File: src/verilog/ldeq_pkg.sv
package ldeq_pkg;
  // ***********************************
  // register offsets (printed offsets are not all multiples of four: index, byte = 4*index)
  // ***********************************
  localparam logic [7:0] IDX_LANE2_DRIVE = 8'h34;
  localparam logic [7:0] IDX_RSVD_A = 8'h35;
  localparam logic [7:0] IDX_RSVD_B = 8'h4D;
  localparam logic [7:0] IDX_EQ_L1_L2 = 8'h4E;
  localparam logic [7:0] IDX_EQ_CLK_L0 = 8'h4F;
  // mode inputs captured from the global control register, own offset
  localparam logic [7:0] IDX_MODE_STATUS = 8'h50;
  localparam logic [9:0] BYTE_SHIFT = 10'h002;

  // ***********************************
  // field positions and reset values
  // ***********************************
  localparam int SWING_LSB = 5;
  localparam int SWING_W = 3;
  localparam int PREEMP_LSB = 3;
  localparam int PREEMP_W = 2;
  localparam int EQ_HI_LSB = 4;
  localparam int EQ_LO_LSB = 0;
  localparam int EQ_W = 4;
  localparam logic [7:0] RESET_LANE2_DRIVE = 8'h00;
  localparam logic [7:0] RESET_EQ = 8'h00;
  localparam logic [7:0] RESERVED_VALUE = 8'h00;
  localparam logic [1:0] PREEMP_NONE = 2'h0;
  localparam logic [1:0] PREEMP_RESERVED = 2'h3;
  localparam logic [2:0] SWING_NOMINAL = 3'h0;
  localparam logic [3:0] EQ_ZERO_DB = 4'h0;

  // ***********************************
  // decoded register selection
  // ***********************************
  typedef enum {
    LDEQ_SEL_DRIVE,
    LDEQ_SEL_RSVD,
    LDEQ_SEL_EQ_HI,
    LDEQ_SEL_EQ_LO,
    LDEQ_SEL_MODE,
    LDEQ_SEL_NONE
  } ldeq_sel_t;
endpackage

File: src/verilog/ldeq_sync.sv
`timescale 1ns/100ps
// two-flop synchroniser for the asynchronous mode levels
module ldeq_sync (
  // clock, reset, enable
  input wire logic pclk,
  input wire logic presetn,
  input wire logic clk_en,
  // data
  input wire logic [2:0] d,
  output logic [2:0] q
);
  logic [2:0] meta;

  // first stage read only by the second stage
  always_ff @(posedge pclk or negedge presetn) begin
    if (!presetn) begin
      meta <= 3'h0;
      q <= 3'h0;
    end else if (clk_en) begin
      meta <= d;
      q <= meta;
    end
  end
endmodule // ldeq_sync

File: src/verilog/ldeq_apply.sv
`timescale 1ns/100ps
// gates the stored settings into the analog-facing values
module ldeq_apply (
  // mode levels
  input wire logic alt_port_mode,
  input wire logic lane_select,
  // stored settings
  input wire logic [2:0] swing_in,
  input wire logic [1:0] preemp_in,
  // applied settings, valid flag
  output logic [2:0] swing_out,
  output logic [1:0] preemp_out,
  output logic use_per_lane
);
  always_comb begin
    use_per_lane = alt_port_mode & lane_select; // see R03
    swing_out = use_per_lane ? swing_in : ldeq_pkg::SWING_NOMINAL;
    // reserved code is never driven to the lane, too risky for the driver
    if (!use_per_lane || preemp_in == ldeq_pkg::PREEMP_RESERVED) begin
      preemp_out = ldeq_pkg::PREEMP_NONE;
    end else begin
      preemp_out = preemp_in;
    end
  end
endmodule // ldeq_apply

File: src/verilog/ldeq_bank.sv
`timescale 1ns/100ps
// How it works
// swing field bits 7:5, resets nominal
// pre-emphasis bits 4:3, code 11 reserved
// per-lane fields need individual-lane select bit
// video output mode ignores pre-emphasis writes
// clock lane never gets pre-emphasis
// settings apply only in alternate-port mode
// two reserved registers read zero
// eq register: lane1 high, lane2 low
// eq register: clock high, lane0 low
// eq codes reset to 0 dB
// drive register sits at index 34h
// reserved register writes have no effect
module ldeq_bank (
  // clock, reset, enable
  input wire logic pclk,
  input wire logic presetn,
  input wire logic clk_en,
  // apb slave
  input wire logic psel,
  input wire logic penable,
  input wire logic pwrite,
  input wire logic [11:0] paddr,
  input wire logic [31:0] pwdata,
  input wire logic [3:0] pstrb,
  output logic [31:0] prdata,
  output logic pready,
  output logic pslverr,
  // mode levels from the global control register, asynchronous here
  input wire logic alternate_port_mode,
  input wire logic lane_select,
  input wire logic video_mode_swap,
  // applied lane-2 drive settings
  output logic [2:0] lane2_output_swing,
  output logic [1:0] lane2_preemphasis,
  output logic clock_lane_preemphasis,
  // receive equalizer codes
  output logic [3:0] eq_clock_lane,
  output logic [3:0] eq_lane0,
  output logic [3:0] eq_lane1,
  output logic [3:0] eq_lane2,
  output logic settings_valid
);

  // ***********************************
  // declarations
  // ***********************************
  logic [2:0] mode_sync;
  logic alt_mode;
  logic lane_sel;
  logic vid_mode;
  logic [7:0] lane2_drive_control;
  logic [7:0] eq_lane1_lane2;
  logic [7:0] eq_clock_lane0;
  logic [2:0] app_swing;
  logic [1:0] app_preemp;
  logic app_valid;
  logic access;
  logic wr_en;
  logic rd_en;
  ldeq_pkg::ldeq_sel_t sel;
  logic [7:0] rd_byte;

  // ***********************************
  // decode helpers
  // ***********************************
  // byte address to register selection; misaligned or unknown gives none
  function automatic ldeq_pkg::ldeq_sel_t decode(input logic [11:0] addr);
    logic [9:0] idx;
    idx = addr[11:2];
    decode = ldeq_pkg::LDEQ_SEL_NONE;
    if (addr[1:0] == 2'h0) begin
      if (idx == {2'h0, ldeq_pkg::IDX_LANE2_DRIVE}) begin
        decode = ldeq_pkg::LDEQ_SEL_DRIVE;
      end else if (idx == {2'h0, ldeq_pkg::IDX_RSVD_A} || idx == {2'h0, ldeq_pkg::IDX_RSVD_B}) begin
        decode = ldeq_pkg::LDEQ_SEL_RSVD;
      end else if (idx == {2'h0, ldeq_pkg::IDX_EQ_L1_L2}) begin
        decode = ldeq_pkg::LDEQ_SEL_EQ_HI;
      end else if (idx == {2'h0, ldeq_pkg::IDX_EQ_CLK_L0}) begin
        decode = ldeq_pkg::LDEQ_SEL_EQ_LO;
      end else if (idx == {2'h0, ldeq_pkg::IDX_MODE_STATUS}) begin
        decode = ldeq_pkg::LDEQ_SEL_MODE;
      end
    end
  endfunction

  // byte-lane merge of an 8-bit register from lane 0 of the bus
  function automatic logic [7:0] merge(input logic [7:0] old, input logic [31:0] wd, input logic [3:0] strb);
    merge = strb[0] ? wd[7:0] : old;
  endfunction

  // ***********************************
  // mode synchronisation and gating
  // ***********************************
  ldeq_sync u_sync (
    .pclk(pclk),
    .presetn(presetn),
    .clk_en(clk_en),
    .d({video_mode_swap, lane_select, alternate_port_mode}),
    .q(mode_sync)
  );
  assign alt_mode = mode_sync[0];
  assign lane_sel = mode_sync[1];
  assign vid_mode = mode_sync[2];

  ldeq_apply u_apply (
    .alt_port_mode(alt_mode),
    .lane_select(lane_sel),
    .swing_in(lane2_drive_control[ldeq_pkg::SWING_LSB +: ldeq_pkg::SWING_W]),
    .preemp_in(lane2_drive_control[ldeq_pkg::PREEMP_LSB +: ldeq_pkg::PREEMP_W]),
    .swing_out(app_swing),
    .preemp_out(app_preemp),
    .use_per_lane(app_valid)
  );

  // ***********************************
  // apb access decode
  // ***********************************
  // zero-wait slave: access phase always completes in its first cycle
  assign access = psel & penable & clk_en;
  assign wr_en = access & pwrite;
  assign rd_en = access & ~pwrite;
  assign sel = decode(paddr);

  // ***********************************
  // register storage
  // ***********************************
  // drive register; pre-emphasis write blocked in video mode
  always_ff @(posedge pclk or negedge presetn) begin
    if (!presetn) begin
      lane2_drive_control <= ldeq_pkg::RESET_LANE2_DRIVE; // see R01
    end else if (wr_en && sel == ldeq_pkg::LDEQ_SEL_DRIVE && pstrb[0]) begin
      lane2_drive_control[7:5] <= pwdata[7:5];
      lane2_drive_control[2:0] <= pwdata[2:0];
      if (!vid_mode) begin
        lane2_drive_control[4:3] <= pwdata[4:3];
      end
    end
  end

  // equalizer codes, lane 1 high nibble, lane 2 low nibble
  always_ff @(posedge pclk or negedge presetn) begin
    if (!presetn) begin
      eq_lane1_lane2 <= ldeq_pkg::RESET_EQ;
    end else if (wr_en && sel == ldeq_pkg::LDEQ_SEL_EQ_HI) begin
      eq_lane1_lane2 <= merge(eq_lane1_lane2, pwdata, pstrb);
    end
  end

  // equalizer codes, clock high nibble, lane 0 low nibble
  always_ff @(posedge pclk or negedge presetn) begin
    if (!presetn) begin
      eq_clock_lane0 <= ldeq_pkg::RESET_EQ;
    end else if (wr_en && sel == ldeq_pkg::LDEQ_SEL_EQ_LO) begin
      eq_clock_lane0 <= merge(eq_clock_lane0, pwdata, pstrb);
    end
  end

  // ***********************************
  // read mux
  // ***********************************
  // reserved registers hold no storage, so writes cannot stick
  always_comb begin
    unique case (sel)
      ldeq_pkg::LDEQ_SEL_DRIVE: rd_byte = lane2_drive_control;
      ldeq_pkg::LDEQ_SEL_RSVD: rd_byte = ldeq_pkg::RESERVED_VALUE; // see R07
      ldeq_pkg::LDEQ_SEL_EQ_HI: rd_byte = eq_lane1_lane2;
      ldeq_pkg::LDEQ_SEL_EQ_LO: rd_byte = eq_clock_lane0;
      ldeq_pkg::LDEQ_SEL_MODE: rd_byte = {4'h0, app_valid, vid_mode, lane_sel, alt_mode};
      ldeq_pkg::LDEQ_SEL_NONE: rd_byte = 8'h00;
    endcase
  end

  // ***********************************
  // bus response
  // ***********************************
  // pready registered high only for the access cycle; errors on unmapped or read-only writes
  always_ff @(posedge pclk or negedge presetn) begin
    if (!presetn) begin
      prdata <= 32'h0000_0000;
      pready <= 1'b0;
      pslverr <= 1'b0;
    end else if (clk_en) begin
      pready <= psel & ~penable;
      pslverr <= psel & ~penable & ((sel == ldeq_pkg::LDEQ_SEL_NONE) |
                 (pwrite & (sel == ldeq_pkg::LDEQ_SEL_MODE)));
      if (psel && !penable && !pwrite) begin
        prdata <= {24'h00_0000, rd_byte};
      end
    end
  end

  // ***********************************
  // applied outputs
  // ***********************************
  // clock lane output has no pre-emphasis path at all
  always_ff @(posedge pclk or negedge presetn) begin
    if (!presetn) begin
      lane2_output_swing <= ldeq_pkg::SWING_NOMINAL;
      lane2_preemphasis <= ldeq_pkg::PREEMP_NONE;
      clock_lane_preemphasis <= 1'b0;
      settings_valid <= 1'b0;
      eq_clock_lane <= ldeq_pkg::EQ_ZERO_DB;
      eq_lane0 <= ldeq_pkg::EQ_ZERO_DB;
      eq_lane1 <= ldeq_pkg::EQ_ZERO_DB;
      eq_lane2 <= ldeq_pkg::EQ_ZERO_DB;
    end else if (clk_en) begin
      lane2_output_swing <= app_swing;
      lane2_preemphasis <= app_preemp;
      clock_lane_preemphasis <= 1'b0;
      settings_valid <= app_valid;
      // equalizer codes only reach the lanes in alternate-port mode
      eq_clock_lane <= alt_mode ? eq_clock_lane0[ldeq_pkg::EQ_HI_LSB +: ldeq_pkg::EQ_W] : ldeq_pkg::EQ_ZERO_DB;
      eq_lane0 <= alt_mode ? eq_clock_lane0[ldeq_pkg::EQ_LO_LSB +: ldeq_pkg::EQ_W] : ldeq_pkg::EQ_ZERO_DB;
      eq_lane1 <= alt_mode ? eq_lane1_lane2[ldeq_pkg::EQ_HI_LSB +: ldeq_pkg::EQ_W] : ldeq_pkg::EQ_ZERO_DB;
      eq_lane2 <= alt_mode ? eq_lane1_lane2[ldeq_pkg::EQ_LO_LSB +: ldeq_pkg::EQ_W] : ldeq_pkg::EQ_ZERO_DB;
    end
  end

  // rd_en kept for symmetry of decode; reads have no side effect
  logic unused_rd;
  assign unused_rd = rd_en;
endmodule // ldeq_bank

File: config.mk
export PLATFORM = sky130hd
export DESIGN_NAME = ldeq_bank
export DESIGN_NICKNAME = d
export VERILOG_FILES = /design/src/verilog/ldeq_pkg.sv /design/src/verilog/ldeq_sync.sv /design/src/verilog/ldeq_apply.sv /design/src/verilog/ldeq_bank.sv
export SDC_FILE = /design/constraint.sdc
export NUM_CORES = 1
export LEC_CHECK = 0
export BUFFER_PORTS_ARGS = -buffer_cell sky130_fd_sc_hd__buf_4
export CAP_MARGIN = 20
export CORE_ASPECT_RATIO = 1.75
export CORE_MARGIN = 2
export CORE_UTILIZATION = 30
export CTS_BUF_LIST = sky130_fd_sc_hd__clkbuf_8
export DETAILED_ROUTE_END_ITERATION = 16
export GPL_TIMING_DRIVEN = 0
export REMOVE_ABC_BUFFERS = 1
export SLEW_MARGIN = 5
export SYNTH_ARGS = -nofsm -noshare
export SYNTH_HDL_FRONTEND = slang
export SYNTH_SLANG_ARGS = --single-unit
File: constraint.sdc
create_clock -name pclk -period 1.5 [get_ports pclk]
set_clock_uncertainty 0.15 [all_clocks]
set_input_delay 0 -clock pclk [delete_from_list [all_inputs] [get_ports pclk]]
set_output_delay 0 -clock pclk [all_outputs]
set_load 0.005 [all_outputs]
After elaboration in Yosys (flattened, before gate mapping)

Index checks and enable logic that the tools add are counted.

Bits in registers: 62
Output and inout bits: 57
Input port bits: 57
Word-level logic and storage cells: 74

Reductions and logical operators: 19
Bitwise operators: 10
Muxes and demuxes: 13
Equal/unequal tests: 16

Operators with widths:

| kind                                                              | count |
|---|---|
| 32-bit by 3-bit == test with 1-bit output (second input constant) | 4 |
| 32-bit by 2-bit == test with 1-bit output (second input constant) | 2 |
| 32-bit by 4-bit == test with 1-bit output (second input constant) | 2 |
| 32-bit logical NOT                                                | 2 |
| 32-bit two-way mux                                                | 2 |
| 10-bit by 7-bit == test with 1-bit output (second input constant) | 4 |
| 8-bit one-hot mux with 5 select lines                             | 1 |
| 32-bit by 1-bit == test with 1-bit output (second input constant) | 1 |
| 10-bit by 6-bit == test with 1-bit output (second input constant) | 2 |
| 4-bit two-way mux                                                 | 4 |
| 3-bit two-way mux                                                 | 4 |
| 2-bit AND reduction                                               | 4 |
| 1-bit bitwise AND                                                 | 7 |
| 1-bit logical AND                                                 | 6 |
| 1-bit logical NOT                                                 | 3 |
| 2-bit == test (second input constant)                             | 1 |
| 2-bit logical NOT                                                 | 1 |
| 1-bit logical OR                                                  | 2 |
| 2-bit two-way mux                                                 | 1 |
| 1-bit NOT                                                         | 2 |
| 2-bit OR reduction                                                | 1 |
| 1-bit two-way mux                                                 | 1 |
| 1-bit bitwise OR                                                  | 1 |

Logic depth before layout (Yosys ltp)

Depth in word-level cells: 11
Mapped depth: 6
Mapped depth without buffers: 5

By module

From an unflattened synthesis, not the netlist that was laid out.

Cells, all modules: 278
Area, all modules: 3047.9 um2

Modules (own cells, without submodules):

| module     | area an instance (um2) | times used | seq. area each (um2) | cells each |
|---|---|---|---|---|
| ldeq_bank  | 2746.4                 | 1          | 1401.3               | 259 |
| ldeq_sync  | 251.5                  | 1          | 150.1                | 13 |
| ldeq_apply | 50.0                   | 1          | 0.0                  | 6 |

Worst setup path after synthesis

No wires, ideal clock.

Kind: input to register
Start: input paddr[5]
End: register eq_lane1_lane2[0]
Arrival time: 1.761 ns
Setup slack: -0.536 ns
Setup time: 0.125 ns
Stages on the path: 5
Buffers on the path: 1
Required time: 1.225 ns
Cell sequence: or4b_2 > a211o_1 > buf_2 > nor2_2 > mux2_2

Cells in the longest elaborated chain, start to end: 10
Elaborated cells on any way between the ends: 16
Classes of those cells: 7 x eq/ne; 6 x mux; 3 x reduce/logical

Ends and longest elaborated chain:

| what                                        | RTL line         | text |
|---|---|---|
| start: declaration                          | ldeq_bank.sv:24  | `input wire logic [11:0] paddr,` |
| 10-bit by 7-bit == test with 1-bit output   | ldeq_bank.sv:82  | `end else if (idx == {2'h0, ldeq_pkg::IDX_MODE_STATUS}) begin` |
| 1-bit two-way mux                           | ldeq_bank.sv:82  |  |
| 3-bit two-way mux                           | ldeq_bank.sv:80  | `end else if (idx == {2'h0, ldeq_pkg::IDX_EQ_CLK_L0}) begin` |
| 3-bit two-way mux                           | ldeq_bank.sv:78  | `end else if (idx == {2'h0, ldeq_pkg::IDX_EQ_L1_L2}) begin` |
| 3-bit two-way mux                           | ldeq_bank.sv:76  | `end else if (idx == {2'h0, ldeq_pkg::IDX_RSVD_A} \|\| idx == {2'h0, ldeq_pkg::IDX_RSVD_B}) begin` |
| 32-bit two-way mux *                        | ldeq_bank.sv:74  | `if (idx == {2'h0, ldeq_pkg::IDX_LANE2_DRIVE}) begin` |
| 32-bit two-way mux *                        | ldeq_bank.sv:73  | `if (addr[1:0] == 2'h0) begin` |
| 32-bit by 3-bit == test with 1-bit output * | ldeq_bank.sv:146 | `end else if (wr_en && sel == ldeq_pkg::LDEQ_SEL_EQ_HI) begin` |
| 1-bit logical AND *                         | ldeq_bank.sv:146 |  |
| 2-bit AND reduction (no line) *             | --               |  |
| end signal: assignment                      | ldeq_bank.sv:145 | `eq_lane1_lane2 <= ldeq_pkg::RESET_EQ;` |
| end signal: assignment                      | ldeq_bank.sv:147 | `eq_lane1_lane2 <= merge(eq_lane1_lane2, pwdata, pstrb);` |
| end: declaration                            | ldeq_bank.sv:54  | `logic [7:0] eq_lane1_lane2;` |

Every way passes the cells marked *; elsewhere a longest branch is shown, timed or not.
A chain may end at the register's enable or synchronous reset.

Worst setup path in the final report

Start: input paddr[2]
End: register lane2_drive_control[5]

Cells in the longest elaborated chain, start to end: 10
Elaborated cells on any way between the ends: 16
Classes of those cells: 6 x eq/ne; 6 x mux; 4 x reduce/logical

Ends and longest elaborated chain:

| what                                      | RTL line         | text |
|---|---|---|
| 10-bit by 7-bit == test with 1-bit output | ldeq_bank.sv:82  |  |
| 1-bit two-way mux                         | ldeq_bank.sv:82  |  |
| 3-bit two-way mux                         | ldeq_bank.sv:80  |  |
| 3-bit two-way mux                         | ldeq_bank.sv:78  |  |
| 3-bit two-way mux                         | ldeq_bank.sv:76  |  |
| 32-bit two-way mux *                      | ldeq_bank.sv:74  |  |
| 32-bit two-way mux *                      | ldeq_bank.sv:73  |  |
| 32-bit logical NOT *                      | ldeq_bank.sv:133 | `end else if (wr_en && sel == ldeq_pkg::LDEQ_SEL_DRIVE && pstrb[0]) begin` |
| 1-bit logical AND * (2 in series)         | ldeq_bank.sv:133 |  |
| end signal: assignment                    | ldeq_bank.sv:132 | `lane2_drive_control <= ldeq_pkg::RESET_LANE2_DRIVE;` |
| end signal: assignment                    | ldeq_bank.sv:134 | `lane2_drive_control[7:5] <= pwdata[7:5];` |
| end: declaration                          | ldeq_bank.sv:53  | `logic [7:0] lane2_drive_control;` |

Marks and branches as above.

==> results.cfg <==
[power]
p_seq_share_pct = 46.2
intPower_mw = 2.87
p_switching_uw = 861
ir_drop_mv = 0.412
switching_share_pct = 23.1
power_density_nw_per_um2 = 830
power_frac_comb_pct = 10.9
p_clk_share_pct = 42.8
finalPower_mw = 3.73
p_leak_nw = 2.05

[route]
dr.pass1.iters = 4
vias = 2399
drt-initial-drc-count = 91
wl_um = 8110
viasPerCell = 4.70
drt.antenna.violating_nets = 0
routedWlPerCell_um = 15.9
drc = 0

[placement]
routabilityCongestion = 0.796
dp_cells = 447
port-buffer-count = 61
placed_area_sq_um = 3530
hpwl_um = 4880

[synth]
synth-edff-count = 0
async_flop_share_pct = 100
synth_flop_cell = dfrtp_1
ys_ff_latch = 62
synth.avg_cell_area_sq_um = 11.2
synth_cell_types = 42
postSynthCellCount = 273
yosysSeqAreaShare_pct = 50.7
ys_warn_count = 0
netlist_area_sq_um = 3060

[sta]
rsz0062_at_grt = true
finalCritPeriodShare_pct = 113
drv_slew = 0
setup_violations = 33
relSlewSlack_pct = 47.4
tightest_slew_ns = 0.789
min_period_ns = 1.69
setup_ws_ns = -0.188
hold_viol_final = 0
setup_tns_ns = -3.55
fmax_mhz = 592

[outcome]
failed_checks = negative setup slack
status = complete, but fails checks

[worst_setup_path]
startpoint = paddr[2]
required_ns = 1.57
cp_data_arrival_time_ns = 1.76
start_kind = input pin
crit_end = lane2_drive_control[5]$_DFFE_PN0P_
setup.worst_path.end_class = flop
critical_path_class = in -> reg
r2r_cells = 2
reg2reg_to = u_sync.q[2]$_DFFE_PN0P_
r2r_setup_slack_ns = 0.03
cp_max_fo = 6
reg2reg_from = u_sync.q[2]$_DFFE_PN0P_

[die]
io_pins = 114
fp.dieH_um = 138
core_area_sq_um = 9910
start_util_pct = 30.9
die_w_um = 80.3
dieArea_sq_um = 11100
num_rows = 48

[worst_hold_path]
hold_path_class = in -> reg
hp-start = paddr[3]
hold_path_depth = 4

[finish]
area_delta_synth_final_pct = 47.1
fin_cells = 510
fin_nets = 437
final_design_area_no_fill_sq_um = 4500
final_util_pct = 45.4
layout-drive-gt1-share_pct = 44.4
n_antenna_cell = 0
fill_cells = 923

[cts]
ctsRootBufferMaster = clkbuf_8
cts_buffers = 9
cts.htree.levels = 3
cts_buffer_depth = 2
clk_pin_slew_ns = 0.06
cts.sinks = 62
cts_tree = built
clk_latency_ns = 0.35

[grt]
grt_pass1_wl_um = 12500
grt_max_degree = 63
antenna_found_initial = 0
grt.total_usage_pct = 15.3
grt_pass1_vias = 2434
grt_overflow_total = 0

[run]
maxCapViolCount = 0
[area by class of cell]
type / count / area, sq um / share of cell area, %
sequential: 62 / 1560 / 34.6
multi-input combinational: 179 / 1540 / 34.2
timing repair buffer: 107 / 956 / 21.2
tap: 125 / 156 / 3.48
clock buffer: 10 / 138 / 3.06
inverter: 21 / 78.8 / 1.75
clock inverter: 6 / 77.6 / 1.72
[flip-flops by register name (all words and copies together), names as in the netlist]
name / count
u_sync.meta: 3
eq_lane2: 4
eq_clock_lane0: 8
settings_valid: 1
pready: 1
eq_lane1_lane2: 8
prdata: 8
eq_clock_lane: 4
lane2_output_swing: 3
lane2_drive_control: 8
eq_lane1: 4
u_sync.q: 3
pslverr: 1
eq_lane0: 4
lane2_preemphasis: 2
[per-stage QoR]
stage,hold slack [ns],setup WS [ns]
4_1_cts,0.000963,-0.212
2_1_floorplan,-0.446,-0.590
5_1_grt,0.0215,-0.236
3_5_place_dp,-0.0136,-1.32
6_report,0.0154,-0.188
3_3_place_gp,-0.0188,-1.29
[cells in the mapped netlist, types with 2 or more instances]
cell,count,share of area [%]
nor2_1,6,0.74
o31ai_1,4,0.98
o2bb2ai_1,3,0.86
o31a_1,4,1.1
o21ai_0,24,3.9
or3b_4,2,0.74
nor4_4,2,1.4
buf_4,25,6.1
nand4b_1,3,0.86
mux2_2,37,14
nand3b_1,3,0.74
nor2_2,2,0.41
buf_2,2,0.33
clkbuf_1,7,0.86
or2_2,2,0.41
nand3_1,17,2.8
buf_1,2,0.25
dfrtp_1,62,51
a22oi_1,4,0.98
a21oi_1,5,0.82
mux2_4,2,0.98
inv_1,21,2.6
or3_1,2,0.41
or3b_1,3,0.86
nand2_1,12,1.5
[power groups by stage]
stage                     logic [mW]  registers (mW)  clock network [mW]
after floorplan               0.0904            1.76                   0
after global placement         0.241            1.78                   0
after detailed placement       0.247            1.78                   0
after CTS                      0.397            1.73                1.64
after global routing           0.448            1.73                1.72
final                          0.408            1.73                1.60
[repair_timing]
action / 4_1_cts / 5_1_grt
hold buffers: 26 / 1
resized for setup: 36 / 42
cloned: 1 / 0
buffers inserted: 15 / 5
endpoints found under the hold margin: 116 / 1
pin swaps: 9 / 18
endpoints found under the setup margin: 36 / 34
[routing by layer]
metal	up-vias	share of wire [%]	GRT usage (%)
met5	-	0	0
met4	0	2.5	7.16
met3	14	4.0	2.88
met2	80	54	27.4
met1	1176	40	17.3
li1	1129	-	-
[placed cells by master (no fill, tap or decap), types with 4 or more instances in the layout]
master,netlist,routed
mux2_2,37,12
buf_6,0,10
o31a_1,4,4
dfrtp_1,62,61
o21ai_0,24,21
mux2_4,2,27
nor2_4,0,5
nand2_1,12,12
nand3_1,17,17
conb_1,1,25
buf_4,25,67
a22oi_2,0,4
or3b_4,2,4
dlygate4sd3_1,0,25
inv_1,21,23
clkbuf_8,0,10
[how the worst min path moves through the flow]
stage                                          endpoint  slack [ns]
after floorplan           eq_clock_lane0[0]$_DFFE_PN0P_       -0.45
after global placement          eq_lane0[3]$_DFFE_PN0P_       -0.02
after detailed placement        eq_lane0[3]$_DFFE_PN0P_       -0.01
after CTS                           pslverr$_DFFE_PN0P_       0.001
after global routing                pslverr$_DFFE_PN0P_        0.02
final                               pslverr$_DFFE_PN0P_        0.02
[worst max-delay path, cell delays in order]
cell	delay (ns)
buf_6	0.09
or3_4	0.39
a2111oi_4	0.42
o21ai_4	0.12
buf_6	0.14
nor2_4	0.26
mux2_4	0.33
[logic make-up (layout without fill, tap and decap cells)]
family | count (synthesis) | in the layout | synth area share [%]
AOI/OAI and AO/OA | 50 | 51 | 11.0
buffers and inverters | 57 | 144 | 10.1
DFF | 62 | 62 | 50.7
muxes | 39 | 39 | 14.6
other | 1 | 25 | 0.123
and+or+nand+nor | 64 | 64 | 13.5
Note: power is estimated with default switching activity, not from simulation.
